**config.mk**
```make
export PLATFORM = sky130hd
export DESIGN_NAME = scc_channel
export DESIGN_NICKNAME = d
export VERILOG_FILES = /design/src/core/scc_channel.v
export VERILOG_INCLUDE_DIRS = /design/src /design/src/core
export SDC_FILE = /design/constraint.sdc
export NUM_CORES = 1
export LEC_CHECK = 0
export BUFFER_PORTS_ARGS = -buffer_cell sky130_fd_sc_hd__buf_2
export CORE_MARGIN = 2
export CORE_UTILIZATION = 31
export DETAILED_ROUTE_END_ITERATION = 10
export PLACE_DENSITY_LB_ADDON = 0.05
export RECOVER_POWER = 25
export SKIP_CTS_REPAIR_TIMING = 1
export SLEW_MARGIN = 5
export SYNTH_ARGS = -nofsm -noshare
export SYNTH_HDL_FRONTEND = slang
export SYNTH_SLANG_ARGS = --single-unit
```
**constraint.sdc**
```tcl
create_clock -name i_core_clk -period 9.9 [get_ports i_core_clk]
set_clock_uncertainty 0.2 [all_clocks]
set_input_delay 1.485 -clock i_core_clk [delete_from_list [all_inputs] [get_ports i_core_clk]]
set_output_delay 1.485 -clock i_core_clk [all_outputs]
set_load 0.02 [all_outputs]
```
**src/core/scc_regs.vh**
```
`ifndef SCC_REGS_VH
`define SCC_REGS_VH
// register offsets (word index on the plain port)
`define SCC_ADDR_MODE      3'h0
`define SCC_ADDR_CTL       3'h1
`define SCC_ADDR_TXD       3'h2
`define SCC_ADDR_RXD       3'h3
`define SCC_ADDR_FLAGS     3'h4
`define SCC_ADDR_ENABLES   3'h5
// mode field positions
`define SCC_MODE_ROLE      0
`define SCC_MODE_CLOCK_POLARITY_SELECT      1
`define SCC_MODE_CLOCK_PHASE_SELECT      2
`define SCC_MODE_LSB       3
`define SCC_MODE_NODIV     4
`define SCC_MODE_PULL      5
`define SCC_MODE_LEN_LO    8
`define SCC_MODE_LEN_HI    11
// control field positions
`define SCC_CTL_EN         0
`define SCC_CTL_SRST       1
// flag positions
`define SCC_FLG_TBE        0
`define SCC_FLG_RBF        1
`define SCC_FLG_TEND       2
`define SCC_FLG_OE         3
`define SCC_FLG_BSY        7
// reset values
`define SCC_LEN_RESET      4'h7
`define SCC_TIMER_DIV_RST  8'h04
`endif

```
**src/core/scc_channel.v**
```verilog
// What this block does
// - undivided select 0: serial clock is timer output divided by two
// - undivided select 1: serial clock equals timer output; ignored in slave
// - bit order select 1 shifts lsb first, 0 msb first
// - mode bits 2 and 1 choose clock phase and polarity
// - role select 1 means master, 0 means slave
// - soft reset clears shifter and counter, reads 1 until done
// - module enable starts operation and master clock; clear stops both
// - master transfer starts on transmit write; write accepted at any time, even when not empty
// - transmit bits above frame length never reach serial output
// - receive buffer readable when full; bits above length read zero
// - receive buffer cleared on writing 1 to enable or soft reset
// - activity flag bit 7: master busy or slave select low while enabled
// - overrun and done flags clear only on write of one
// - receive-full flag read-only, cleared by reading receive buffer
// - transmit-empty resets to one, clears on transmit buffer write
// - enable bits 3..0 gate overrun, done, full, empty interrupts
// - interrupt request only when flag set and enabled
// - frame length codes 1..15 give 2..16 bits, reset 7
// - frame received while full overwrites buffer and sets overrun
`timescale 1ns/1ns
`default_nettype none
`include "scc_regs.vh"

module scc_channel #(
  parameter [7:0] TIMER_DIV = `SCC_TIMER_DIV_RST
) (
  input  wire        i_core_clk,
  input  wire        i_rst_b,
  input  wire [2:0]  i_addr,
  input  wire [15:0] i_wdata,
  input  wire        i_wr,
  input  wire        i_rd,
  output reg  [15:0] o_rdata,
  output reg         o_irq,
  output reg         o_pull_enable,
  input  wire        i_serial_clock_pin,
  output reg         o_serial_clock_pin,
  output reg         o_serial_clock_oe,
  input  wire        i_serial_in_pin,
  output reg         o_serial_out_pin,
  input  wire        i_slave_select_pin_n
);

  // ==========================================================
  // registers
  // ==========================================================
  reg  [15:0] mode_q;
  reg         enable_q;
  reg         srst_q;
  reg  [15:0] txbuf_q;
  reg  [15:0] rxbuf_q;
  reg         tbe_q, rbf_q, tend_q, oe_q;
  reg  [3:0]  irq_en_q;
  reg  [15:0] shift_q;
  reg  [4:0]  cnt_q;
  reg         busy_q;
  reg         have_data_q;
  reg  [7:0]  tdiv_q;
  reg         half_q;
  reg         sclk_q;
  reg  [2:0]  sck_sync_q, sdi_sync_q, ss_sync_q;

  wire        role_master = mode_q[`SCC_MODE_ROLE];
  wire        clock_polarity_select        = mode_q[`SCC_MODE_CLOCK_POLARITY_SELECT];
  wire        clock_phase_select        = mode_q[`SCC_MODE_CLOCK_PHASE_SELECT];
  wire        lsb_first   = mode_q[`SCC_MODE_LSB];
  wire        nodiv       = mode_q[`SCC_MODE_NODIV];
  wire [3:0]  len_code    = mode_q[`SCC_MODE_LEN_HI:`SCC_MODE_LEN_LO];
  wire [4:0]  nbits       = {1'b0, len_code} + 5'h01;
  wire        wr_mode  = i_wr && (i_addr == `SCC_ADDR_MODE);
  wire        wr_ctl   = i_wr && (i_addr == `SCC_ADDR_CTL);
  wire        wr_txd   = i_wr && (i_addr == `SCC_ADDR_TXD);
  wire        wr_flags = i_wr && (i_addr == `SCC_ADDR_FLAGS);
  wire        wr_ie    = i_wr && (i_addr == `SCC_ADDR_ENABLES);
  wire        rd_rxd   = i_rd && (i_addr == `SCC_ADDR_RXD);

  // ==========================================================
  // frame length mask
  // ==========================================================
  // length mask bits
  reg  [15:0] len_mask;
  integer     k;
  always @* begin
    len_mask = 16'h0000;
    for (k = 0; k < 16; k = k + 1) begin
      if (k[4:0] < nbits) begin
        len_mask[k] = 1'b1;
      end
    end
  end

  // ==========================================================
  // pin synchronisers
  // ==========================================================
  // stage 0 is read only by stage 1; edges use stages 1 and 2
  always @(posedge i_core_clk) begin
    if (!i_rst_b) begin
      sck_sync_q <= 3'h0;
      sdi_sync_q <= 3'h0;
      ss_sync_q  <= 3'h7;
    end else begin
      sck_sync_q <= {sck_sync_q[1:0], i_serial_clock_pin};
      sdi_sync_q <= {sdi_sync_q[1:0], i_serial_in_pin};
      ss_sync_q  <= {ss_sync_q[1:0], i_slave_select_pin_n};
    end
  end
  wire s_sck  = sck_sync_q[1];
  wire s_sdi  = sdi_sync_q[1];
  wire s_ss_n = ss_sync_q[1];
  wire s_rise = sck_sync_q[1] & ~sck_sync_q[2];
  wire s_fall = ~sck_sync_q[1] & sck_sync_q[2];

  // ==========================================================
  // master clock generation
  // ==========================================================
  // timer stands in for the external 16-bit timer; a one-cycle tick.
  // clock runs only when enabled
  wire timer_tick = enable_q && role_master && (tdiv_q == 8'h00);
  always @(posedge i_core_clk) begin
    if (!i_rst_b || !enable_q) begin
      tdiv_q <= 8'h00;
      half_q <= 1'b0;
    end else begin
      tdiv_q <= (tdiv_q == 8'h00) ? TIMER_DIV : tdiv_q - 8'h01;
      if (timer_tick) begin
        half_q <= ~half_q;
      end
    end
  end
  // divide by two: one serial half-period per timer tick
  // undivided: a serial half-period per half timer period
  wire m_half_tick = nodiv ? (timer_tick || (enable_q && role_master &&
                     tdiv_q == (TIMER_DIV - {1'b0, TIMER_DIV[7:1]}))) : timer_tick;

  // ==========================================================
  // shift engine
  // ==========================================================
  // leading edge of a bit period when the clock leaves idle level
  // sample edge: leading if phase 0, trailing if phase 1
  wire m_lead  = busy_q && m_half_tick && (sclk_q == clock_polarity_select);
  wire m_trail = busy_q && m_half_tick && (sclk_q != clock_polarity_select);
  wire s_lead  = (clock_polarity_select ? s_fall : s_rise) && !s_ss_n && !role_master;
  wire s_trail = (clock_polarity_select ? s_rise : s_fall) && !s_ss_n && !role_master;
  wire lead    = role_master ? m_lead : s_lead;
  wire trail   = role_master ? m_trail : s_trail;
  wire smp     = enable_q && (clock_phase_select ? trail : lead);
  wire shf     = enable_q && (clock_phase_select ? lead : trail);
  wire [3:0] out_idx = lsb_first ? 4'h0 : (nbits[3:0] - 4'h1);
  wire       last_bit = (cnt_q == nbits - 5'h01);
  wire [15:0] rx_word = lsb_first ? ((shift_q >> 1) | ({15'h0000, s_sdi} << (nbits - 5'h01)))
                                  : (((shift_q << 1) | {15'h0000, s_sdi}) & len_mask);
  wire       frame_done = smp && last_bit;
  wire       load_now = tbe_q == 1'b0 && have_data_q && (cnt_q == 5'h00) &&
                        (role_master ? !busy_q : 1'b1);

  // soft reset clears shifter and counter
  always @(posedge i_core_clk) begin
    if (!i_rst_b || srst_q) begin
      shift_q     <= 16'h0000;
      cnt_q       <= 5'h00;
      busy_q      <= 1'b0;
      sclk_q      <= 1'b0;
      have_data_q <= 1'b0;
    end else begin
      if (!busy_q) begin
        sclk_q <= clock_polarity_select;
      end else if (m_half_tick) begin
        sclk_q <= ~sclk_q;
      end
      if (wr_txd) begin
        have_data_q <= 1'b1;
      end
      if (!enable_q || (!role_master && s_ss_n)) begin
        // slave deselect discards the partial frame
        cnt_q  <= 5'h00;
        busy_q <= 1'b0;
      end else if (load_now && !wr_txd) begin
        shift_q     <= txbuf_q & len_mask;
        have_data_q <= 1'b0;
        busy_q      <= role_master;
      end else begin
        if (smp) begin
          shift_q <= rx_word;
          cnt_q   <= last_bit ? 5'h00 : cnt_q + 5'h01;
          if (last_bit && m_trail) begin
            busy_q <= 1'b0;
          end
        end
        if (role_master && busy_q && cnt_q == 5'h00 && !smp && m_trail && clock_phase_select == 1'b0) begin
          busy_q <= busy_q;
        end
        if (role_master && busy_q && m_trail && clock_phase_select && cnt_q == 5'h00 && sclk_q != clock_polarity_select) begin
          busy_q <= busy_q;
        end
      end
      if (frame_done && role_master && !clock_phase_select) begin
        busy_q <= 1'b1;
      end
      if (role_master && busy_q && !clock_phase_select && m_trail && cnt_q == 5'h00 && !smp) begin
        busy_q <= 1'b0;
      end
    end
  end

  // ==========================================================
  // serial outputs
  // ==========================================================
  // only the masked bit position is driven
  always @(posedge i_core_clk) begin
    if (!i_rst_b) begin
      o_serial_out_pin   <= 1'b0;
      o_serial_clock_pin <= 1'b0;
      o_serial_clock_oe  <= 1'b0;
      o_pull_enable      <= 1'b0;
    end else begin
      // first bit goes out with the load so it leads the first clock edge
      if (load_now && !wr_txd) begin
        o_serial_out_pin <= lsb_first ? txbuf_q[0] : txbuf_q[out_idx];
      end else begin
        o_serial_out_pin <= lsb_first ? shift_q[0] : shift_q[out_idx];
      end
      // pin follows the next clock level, so edges lead the data change
      o_serial_clock_pin <= !busy_q ? clock_polarity_select : (m_half_tick ? ~sclk_q : sclk_q);
      o_serial_clock_oe  <= role_master && enable_q;
      o_pull_enable      <= mode_q[`SCC_MODE_PULL];
    end
  end

  // ==========================================================
  // register file and flags
  // ==========================================================
  always @(posedge i_core_clk) begin
    if (!i_rst_b) begin
      mode_q   <= {4'h0, `SCC_LEN_RESET, 8'h00};
      enable_q <= 1'b0;
      srst_q   <= 1'b0;
      txbuf_q  <= 16'h0000;
      rxbuf_q  <= 16'h0000;
      tbe_q    <= 1'b1;
      rbf_q    <= 1'b0;
      tend_q   <= 1'b0;
      oe_q     <= 1'b0;
      irq_en_q <= 4'h0;
    end else begin
      // mode writes accepted only while disabled
      // length field reset 7, code 0 kept as written
      if (wr_mode && !enable_q) begin
        mode_q <= {4'h0, i_wdata[11:8], 2'b00, i_wdata[5:0]};
      end
      if (wr_ctl) begin
        enable_q <= i_wdata[`SCC_CTL_EN];
      end
      // self-clearing soft reset, one cycle long
      srst_q <= wr_ctl && i_wdata[`SCC_CTL_SRST];
      // empty clears on write, sets when word moves to shifter
      if (wr_txd) begin
        txbuf_q <= i_wdata;
        tbe_q   <= 1'b0;
      end else if (load_now || srst_q) begin
        tbe_q <= 1'b1;
      end
      // clear receive buffer on enable or soft reset write
      // full clears on read, set wins
      if (wr_ctl && (i_wdata[`SCC_CTL_EN] || i_wdata[`SCC_CTL_SRST])) begin
        rxbuf_q <= 16'h0000;
      end else if (frame_done) begin
        rxbuf_q <= rx_word & len_mask;
      end
      if (frame_done) begin
        rbf_q <= 1'b1;
        if (rbf_q && !rd_rxd) begin
          oe_q <= 1'b1;
        end
      end else if (rd_rxd) begin
        rbf_q <= 1'b0;
      end
      if (wr_flags && i_wdata[`SCC_FLG_OE] && !(frame_done && rbf_q)) begin
        oe_q <= 1'b0;
      end
      if (frame_done && tbe_q) begin
        tend_q <= 1'b1;
      end else if (wr_flags && i_wdata[`SCC_FLG_TEND]) begin
        tend_q <= 1'b0;
      end
      if (wr_ie) begin
        irq_en_q <= i_wdata[3:0];
      end
    end
  end

  // ==========================================================
  // read data and interrupt request
  // ==========================================================
  // activity flag
  wire activity = role_master ? busy_q : (enable_q && !s_ss_n);
  wire [3:0] flags = {oe_q, tend_q, rbf_q, tbe_q};
  always @(posedge i_core_clk) begin
    if (!i_rst_b) begin
      o_rdata <= 16'h0000;
      o_irq   <= 1'b0;
    end else begin
      o_irq <= |(flags & irq_en_q);
      if (i_rd) begin
        case (i_addr)
          `SCC_ADDR_MODE:    o_rdata <= mode_q;
          `SCC_ADDR_CTL:     o_rdata <= {14'h0000, srst_q, enable_q};
          `SCC_ADDR_TXD:     o_rdata <= txbuf_q;
          `SCC_ADDR_RXD:     o_rdata <= rxbuf_q;
          `SCC_ADDR_FLAGS:   o_rdata <= {8'h00, activity, 3'h0, flags};
          `SCC_ADDR_ENABLES: o_rdata <= {12'h000, irq_en_q};
          default:           o_rdata <= 16'h0000;
        endcase
      end else begin
        o_rdata <= 16'h0000;
      end
    end
  end

endmodule // scc_channel
`default_nettype wire

```
==> out/qor.csv, run 1 <==
metric;value;unit
status;finished, violations left;
failing checks;capacitance limit, slew limit;
clock buffer count from CTS;9;
die area;0.02114;sq mm
# rows;51;
VDD IR max;0.07554;mV
# DRC;0;
CP required;10.01;ns
max incr delay on CP;1.56;ns
initial core utilization;31.74;%
hpwl dp;14.61;mm
grt total ovfl;0;
min-delay worst type;reg -> reg;
global-route wire length before repair;33.13;mm
DRT antenna net count;0;
synth warn;0;
most frequent cells after synthesis;dfxtp_1 (112), nand2_1 (95), nor2_1 (55);
WP data arrival;4.56;ns
crit path launch;i_rst_b;
Power Density;132.8;mW/mm^2
Final period util;44.95;%
top cell type's share of synthesized area;36.18;%
Synthesized Nets;798;
height of the die;145.4;microns
post-DR wirelength/cell;19.87;microns
max frequency;224.7;MHz
largest net degree at the start of global routing;57;
Top FF cell, synth;dfxtp_1;
CP endpoint kind;flop;
Die X;145.4;microns
final setup margin;5.450;ns
CTS tree;yes;
slew at the pin closest to its max-slew limit;2.227;ns
minimum clock period;4.450;ns
share of cells above drive strength 1;9.524;%
normalized max-slew margin;-48.45;%
reg2reg start;mode_q[9];
number of fill cells in the layout;2125;
area of the multi-input gates;0.003657;sq mm
Post-synth ARST share;0;%
critical path launch point type;primary input;
EDFF count, synth;0;
num ports;47;
area leader, netlist;dfxtp_1;
GP Congestion;0.8685;
leak pwr;2.542;nW
vias per inst;5.546;
P&R area growth vs syn;10.58;%
most common cell in the netlist;dfxtp_1;
Placeable Area;0.01953;sq mm
mapped cell area;0.006197;sq mm
Max-cap violations;1;
WS Path Type;in -> reg;
R2R setup slack;5.53;ns
initial antenna violation count;0;
CTS Root Cell;clkbuf_16;
instance count on the critical path;5;
register bit total from synthesis;112;
RSZ-0062 raised after global routing;no;
average size of a mapped cell;8.101;sq um
Sum Neg Setup Slack;0;ns
endpoint of the worst register-to-register path;busy_q;
Max Transition Viols Final;57;
CTS sink cnt;112;
via count;5779;
Critical Path, Cell by Cell;clkbuf_1 -> nor2b_1 -> o21ai_0 -> nor2_1 -> o311a_1;
Final Hold Viols;0;
clk buf depth;2;
WP buf/inv;1;
Placement Setup Slack;5.157;ns
sequential area share after synthesis;36.18;%
n_diodes;0;
GRT Overall Usage;19.85;%
CP max FO;56;
vias in the first global route;5678;
Gate Count Post-Synth;765;
port buffer count;46;
nets@finish;806;
Slowest cell on crit path;clkbuf_1;
Cell variety after synth;74;
DR iter-0 viols;322;
Worst R2R Path Depth;7;
clk slew on worst S/H paths;0.08;ns
# setup viols final;0;
CP endpoint;busy_q;
top post-synthesis cells by area;dfxtp_1 (36%), nand2_1 (5.8%), mux2i_1 (5.2%);
Register Area;0.002242;sq mm
number of H-tree levels;3;
Detailed Route WL;20.71;mm
DRT Pass-1 Iters;5;
Top delay family on crit path;buffers and inverters;
Clock Latency Late Sink;0.36;ns
how the worst min path moves through the flow:
stage	from	end	cells past startpoint
CTS	ss_sync_q[0]	ss_sync_q[1]	1
global route	sck_sync_q[0]	sck_sync_q[1]	1
detailed placement	ss_sync_q[0]	ss_sync_q[1]	1
floorplan	ss_sync_q[0]	ss_sync_q[1]	1
finish	ss_sync_q[0]	ss_sync_q[1]	1
global placement	ss_sync_q[0]	ss_sync_q[1]	1
worst reg2reg max path: cells and delay by family, from the launching register on:
kind / cells / cell delay, ns
DFF: 1 / 0.80
and+or+nand+nor: 1 / 0.30
xor gates and xnor gates: 1 / 0.19
AOI/OAI and AO/OA: 4 / 2.10
adders and majority gates: 1 / 0.68
flip-flops by register name (all words and copies together), names as in the netlist, 2 cells and up:
| signal | flops |
|---|---|
| tdiv_q | 8 |
| sdi_sync_q | 2 |
| rxbuf_q | 16 |
| mode_q | 10 |
| ss_sync_q | 2 |
| o_rdata | 16 |
| irq_en_q | 4 |
| sck_sync_q | 3 |
| txbuf_q | 16 |
| cnt_q | 5 |
| shift_q | 16 |
per-layer routing:
| layer | vias to the layer above | share of wire, % | GRT usage, % |
|---|---|---|---|
| li1 | 2796 | - | - |
| met1 | 2787 | 46 | 26.01 |
| met2 | 161 | 48 | 32.96 |
| met3 | 35 | 4.2 | 3.542 |
| met4 | 0 | 2.5 | 6.961 |
| met5 | - | 0 | 0 |
power by group:
group	leakage (nW)	switching [mW]	internal, mW
Combinational	1.49	0.0474	0.0271
Sequential	0.905	0.00590	0.455
Clock	0.147	0.178	0.197
metrics by stage:
stage | util (%) | hold WS (ns) | instances | power, mW | area, sq um
after floorplan | - | 0.1863 | 765 | 0.5190 | 6197
after global placement | 33.72 | 0.1908 | 1027 | 0.5458 | 6585
after detailed placement | 33.72 | 0.1987 | 1027 | 0.5458 | 6585
after CTS | 35.23 | 0.2178 | 1042 | 0.9229 | 6879
after global routing | 35.10 | 0.2681 | 1042 | 0.9476 | 6853
final | 35.10 | 0.2152 | 1042 | 0.9101 | 6853
cell usage in the layout (no fill, tap or decap), types with 7 or more instances in the layout:
| cell | count |
|---|---|
| nand2b_1 | 11 |
| clkbuf_16 | 9 |
| o21ai_0 | 49 |
| nand2_1 | 95 |
| nor2_1 | 55 |
| nor2b_1 | 32 |
| nand3_1 | 31 |
| a31oi_1 | 12 |
| dfxtp_1 | 112 |
| a21boi_0 | 22 |
| buf_4 | 9 |
| a22oi_1 | 15 |
| buf_2 | 25 |
| mux2i_1 | 32 |
| xnor2_1 | 8 |
| clkbuf_1 | 21 |
| a2bb2oi_1 | 7 |
| ha_1 | 7 |
| mux2_2 | 11 |
| a211oi_1 | 8 |
| inv_1 | 15 |
| nor3_1 | 13 |
| a21oi_1 | 44 |
final cells by class:
cell class / count / area share, %
tap: 265 / 4.838
sequential: 112 / 32.72
clock buffer: 9 / 3.286
clock inverter: 6 / 1.004
inverter: 15 / 0.8216
timing repair buffer: 55 / 3.962
multi-input combinational: 580 / 53.37
logic make-up after synthesis:
kind of cell    after synthesis  synth area share, %
fa+ha+maj                     7                1.413
xor+xnor                     13                1.837
compound gates              226                24.91
buf+inv                      73                4.805
mux                          43                7.167
simple gates                291                23.68
flops                       112                36.18
Power figures use the tool's default switching activity.
==> inputs of run 2 (changes only) <==
Settings changed: ABC_AREA from default to 1.
Clock period 9.9 ns to 3.8 ns, I/O delays scaled along.
==> run 2 against run 1 <==
Effect of this change:
- the run now ends clean
- clock-buffer cell count unchanged
- area after synthesis down 7.0%
- power rose to 2.8 times the previous value
- cell area down 4.8%
- first-iteration DRC count increased by 20%
- synthesized cell count grew 9.9%
- hold slack worse by 0.027 ns
- cell count up 7.2%
- worst setup slack worse by 4.9 ns
- sequential cell count is the same
- critical endpoint is now rxbuf_q[7]
==> out/qor.csv, run 2 <==
metric;value;unit
Switching Share;28.78;%
commonest cells after routing, fill and taps aside;nand2_1 (154), dfxtp_1 (112), inv_1 (102);
Comb pwr share;10.9;%
CTS sink cnt;112;
WS Path Type;reg -> reg;
R2R setup slack;0.55;ns
area leader, netlist;dfxtp_1;
reg2reg start;mode_q[8];
CTS tree;yes;
endpoint of the worst register-to-register path;rxbuf_q[7];
GRT Overall Usage;21.77;%
critical path launch point type;flop;
Placement Setup Slack;0.6125;ns
Seq pwr share;48.1;%
mapped cell area;0.005766;sq mm
post-DR wirelength/cell;18.88;microns
Clock Latency Late Sink;0.37;ns
total power;2.517;mW
Max-cap violations;0;
Power Density;385.9;mW/mm^2
Final period util;85.65;%
mux contribution to synthesized area;0;%
minimum clock period;3.255;ns
max frequency;307.3;MHz
grt total ovfl;0;
Max Transition Viols Final;0;
number of fill cells in the layout;2001;
# rows;49;
top cell type's share of synthesized area;38.89;%
VDD IR max;0.2609;mV
DP Area;0.006232;sq mm
Post-synth ARST share;0;%
sequential area share after synthesis;38.89;%
initial antenna violation count;0;
post-synthesis adder-cell area fraction;1.519;%
register bit total from synthesis;112;
Placeable Area;0.01809;sq mm
status;finished, final reports clean;
post-route cell area;0.006523;sq mm
Top FF cell, synth;dfxtp_1;
Detailed Route WL;21.09;mm
Cell Int Power;1.793;mW
Critical Path, Cell by Cell;inv_1 -> ha_1 -> inv_1 -> nand2_2 -> inv_2 -> nand2_1 -> nand2_1 -> nand3_1 -> nand3_2 -> nor2_4 -> o21ai_0 -> o21ai_0 -> nor2_1;
clk buf depth;2;
XOR/XNOR Fraction of Synth Area;1.215;%
clk slew on worst S/H paths;0.08;ns
vias per inst;5.175;
top post-synthesis cells by area;dfxtp_1 (39%), nand2_1 (10%), inv_1 (6.6%);
Gate Count Post-Synth;841;
Final Core Density;36.06;%
Synth Area in Compound Gates;21.61;%
port buffer count;46;
CTS Root Cell;clkbuf_16;
most common cell in the netlist;nand2_1;
global-route wire length before repair;32.51;mm
normalized max-slew margin;54.16;%
most frequent cells after synthesis;nand2_1 (154), dfxtp_1 (112), inv_1 (102);
leak pwr;2.662;nW
DRT Pass-1 Iters;5;
initial core utilization;31.88;%
Cell variety after synth;42;
WP data arrival;3.30;ns
hpwl dp;16.16;mm
area of the multi-input gates;0.002953;sq mm
Die X;140.4;microns
# DRC;0;
largest net degree at the start of global routing;42;
nets@finish;916;
number of H-tree levels;3;
largest family of logic cells by synthesized area;simple AND/OR/NAND/NOR gates;
n_diodes;0;
min-delay worst type;in -> reg;
Register Area;0.002242;sq mm
Synthesized Nets;874;
CP endpoint kind;flop;
GP Congestion;0.9723;
commonest non-fill, non-tap cell in the layout;nand2_1;
max incr delay on CP;0.57;ns
vias in the first global route;5613;
final setup margin;0.5454;ns
Worst R2R Path Depth;13;
via count;5781;
post-synthesis simple-gate area fraction;26.91;%
Sum Neg Setup Slack;0;ns
# setup viols final;0;
Slowest cell on crit path;nor2_4;
Final Hold Viols;0;
end of the worst hold path;sck_sync_q[0];
EDFF count, synth;0;
num ports;47;
P&R area growth vs syn;13.13;%
WP buf/inv;3;
DR iter-0 viols;387;
die area;0.01971;sq mm
Psw;0.7243;mW
share of cells above drive strength 1;10.92;%
clock share of power;41.1;%
Hold Crit Depth;3;
Top delay family on crit path;simple AND/OR/NAND/NOR gates;
CP required;3.85;ns
DRT antenna net count;0;
RSZ-0062 raised after global routing;no;
CP max FO;28;
average size of a mapped cell;6.856;sq um
clock buffer count from CTS;9;
slew at the pin closest to its max-slew limit;0.6860;ns
hold path startpoint;i_serial_clock_pin;
height of the die;140.4;microns
synth warn;0;
==> run 2: cell count changes after synthesis, sizes merged, moves of 20 or more <==
cell	change
a21boi	-20
clkbuf	-33
nor2	+53
nand2	+71
nor2b	-32
a21oi	+28
inv	+93
mux2i	-32
o21ai	+44
==> run 2: final cells by class <==
cell class	instances	area share (%)
flip-flops and latches	112	34.38
multi-input cells	589	45.27
clock inverters	7	1.362
repair buffers	59	4.700
clock buffers	9	3.453
well taps	229	4.393
inverters	112	6.445
==> run 2: through the flow <==
step | hold WS (ns) | instances
2_1_floorplan | 0.1905 | 841
3_3_place_gp | 0.2035 | 1101
3_5_place_dp | 0.2027 | 1101
4_1_cts | 0.1757 | 1117
5_1_grt | 0.1808 | 1117
6_report | 0.1880 | 1117
==> run 2: layer usage <==
metal / share of wire [%] / wire (microns) / vias up / global-route usage [%]
met1: 47 / 9817 / 2732 / 29.37
met4: 3.0 / 623 / 0 / 8.081
met3: 4.6 / 967 / 34 / 3.145
met5: 0 / 0 / - / 0
li1: - / - / 2865 / -
met2: 46 / 9686 / 150 / 35.40
==> run 2: worst max path at each step <==
stage	startpoint	to	slack [ns]	cells past startpoint
3_5_place_dp	mode_q[8]	rxbuf_q[7]	0.61	13
5_1_grt	mode_q[8]	rxbuf_q[7]	0.30	13
4_1_cts	mode_q[8]	rxbuf_q[7]	0.60	13
3_3_place_gp	mode_q[8]	rxbuf_q[4]	0.73	13
2_1_floorplan	mode_q[8]	rxbuf_q[7]	1.61	14
6_report	mode_q[8]	rxbuf_q[7]	0.55	13
==> run 2: cells by family (layout without fill, tap and decap cells) <==
logic type / count (synthesis) / in the layout
buffers and inverters: 140 / 187
flip-flops: 112 / 112
XOR/XNOR: 8 / 8
adder cells (fa/ha/maj): 7 / 7
AND/OR/NAND/NOR: 351 / 351
AO/OA/AOI/OAI: 223 / 223
==> run 2: worst min-delay path: cells and delay by family <==
family,cells,cell delay (ns)
buf+inv,2,0.12
simple gates,1,0.04
==> run 2: power by group through the flow <==
stage          combinational [mW]  clock, mW  sequential, mW
2_1_floorplan               0.169          0            1.23
3_3_place_gp                0.271          0            1.24
3_5_place_dp                0.270          0            1.24
4_1_cts                     0.271       1.06            1.21
5_1_grt                     0.304       1.10            1.21
6_report                    0.273       1.03            1.21
==> inputs of run 3 (changes only) <==
--- a/config.mk
+++ b/config.mk
@@ -20 +20,2 @@
 export SYNTH_SLANG_ARGS = --single-unit
+export TNS_END_PERCENT = 1
==> constraint.sdc (replaced) <==
create_clock -name i_core_clk -period 3.8 [get_ports i_core_clk]
set_clock_uncertainty 0.2 [all_clocks]
set_input_delay 0.95 -clock i_core_clk [delete_from_list [all_inputs] [get_ports i_core_clk]]
set_output_delay 0.95 -clock i_core_clk [all_outputs]
set_load 0.02 [all_outputs]
==> run 3 against run 2 <==
Effect of this change:
- critical endpoint is now rxbuf_q[2]
- clock-buffer cell count unchanged
- register-to-register slack got worse by 0.22 ns
- critical path depth down 1
- highest routed layer unchanged
==> out/qor.csv, run 3 (synthesized netlist as in run 2, its figures left out) <==
metric;value;unit
nets@finish;916;
CTS sink cnt;112;
WP buf/inv;3;
slew at the pin closest to its max-slew limit;0.9857;ns
Hold Crit Depth;1;
initial antenna violation count;0;
max frequency;288.2;MHz
crit path launch;mode_q[8];
commonest cells after routing, fill and taps aside;nand2_1 (154), dfxtp_1 (112), inv_1 (102);
Power Density;375.0;mW/mm^2
Die X;140.4;microns
Detailed Route WL;20.87;mm
Slowest cell on crit path;dfxtp_1;
num ports;47;
post-DR wirelength/cell;18.68;microns
Critical Path, Cell by Cell;inv_1 -> ha_1 -> inv_1 -> nand2_2 -> inv_2 -> nand2_1 -> nand2_1 -> nand3_1 -> nand3_2 -> nor2_4 -> nand3_1 -> a21oi_1;
number of H-tree levels;3;
CP max FO;28;
Max-cap violations;0;
normalized max-slew margin;34.29;%
critical path launch point type;flop;
initial core utilization;31.88;%
clk buf depth;2;
min-delay worst type;reg -> reg;
Clock Latency Late Sink;0.36;ns
max incr delay on CP;0.74;ns
Placeable Area;0.01809;sq mm
hpwl dp;16.05;mm
die area;0.01971;sq mm
commonest non-fill, non-tap cell in the layout;nand2_1;
VDD IR max;0.2363;mV
P&R area growth vs syn;12.63;%
global-route wire length before repair;32.07;mm
reg2reg start;mode_q[8];
instance count on the critical path;12;
status;finished, final reports clean;
port buffer count;46;
GRT Overall Usage;21.31;%
grt total ovfl;0;
WS Path Type;reg -> reg;
RSZ-0062 raised after global routing;no;
final setup margin;0.3300;ns
Top delay family on crit path;simple AND/OR/NAND/NOR gates;
DRT Pass-1 Iters;7;
number of fill cells in the layout;1971;
total power;2.435;mW
DR iter-0 viols;348;
clk slew on worst S/H paths;0.08;ns
CP endpoint kind;flop;
minimum clock period;3.470;ns
Worst R2R Path Depth;12;
via count;5758;
CTS tree;yes;
CTS Root Cell;clkbuf_16;
Layout Cells excl Fill;1117;
WP data arrival;3.55;ns
Final period util;91.32;%
largest net degree at the start of global routing;41;
hold path startpoint;tdiv_q[0];
clock buffer count from CTS;9;
n_diodes;0;
# DRC;0;
Sum Neg Setup Slack;0;ns
Fin Hold WS;0.2127;ns
GP Congestion;0.8963;
leak pwr;2.651;nW
# setup viols final;0;
Placement Setup Slack;0.4042;ns
vias per inst;5.155;
# rows;49;
DRT antenna net count;0;
placed insts;1101;
Final Hold Viols;0;
CP required;3.88;ns
vias in the first global route;5573;
Max Transition Viols Final;0;
height of the die;140.4;microns
share of cells above drive strength 1;11.04;%
[run 3: report_power, final]
part           switching [mW]  internal (mW)  leakage (nW)
registers              0.0186           1.19         0.906
logic                   0.199         0.0718          1.60
clock network           0.492          0.462         0.144
total                   0.709           1.73          2.65
[run 3: path summary, 6_finish.rpt]
| path | to | slack, ns |
|---|---|---|
| setup / recovery | rxbuf_q[2] | 0.33 |
| hold / removal | tdiv_q[0] | 0.21 |
| setup reg to reg | rxbuf_q[2] | 0.33 |
| hold reg to reg | tdiv_q[0] | 0.21 |
[run 3: cell type report]
type / count / area (sq um) / share of cell area [%]
multi-input cells: 589 / 2955 / 45.51
flip-flops and latches: 112 / 2242 / 34.53
inverters: 112 / 420.4 / 6.474
repair buffers: 59 / 301.5 / 4.644
well taps: 229 / 286.5 / 4.412
clock buffers: 9 / 225.2 / 3.468
clock inverters: 7 / 62.56 / 0.9634
[run 3: worst reg2reg max path, stage by stage (launching register included)]
cell     delay [ns]
dfxtp_1        0.74
inv_1          0.23
ha_1           0.43
inv_1          0.11
nand2_2        0.11
inv_2          0.08
nand2_1        0.16
nand2_1        0.11
nand3_1        0.13
nand3_2        0.14
nor2_4         0.54
nand3_1        0.25
a21oi_1        0.17
[run 3: stage by stage]
step	utilization, %	cell area (sq um)
CTS	36.05	6520
global route	35.90	6494
detailed placement	34.46	6232
floorplan	-	5766
global placement	34.46	6232
finish	35.90	6494
[run 3: metal layers]
layer | GRT usage, % | up-vias | part of all wire (%) | wire length (microns)
li1 | - | 2869 | - | -
met2 | 35.50 | 146 | 47 | 9881
met5 | 0 | - | 0 | 0
met3 | 3.214 | 34 | 4.1 | 858
met4 | 7.974 | 0 | 3.1 | 656
met1 | 27.97 | 2709 | 45 | 9469
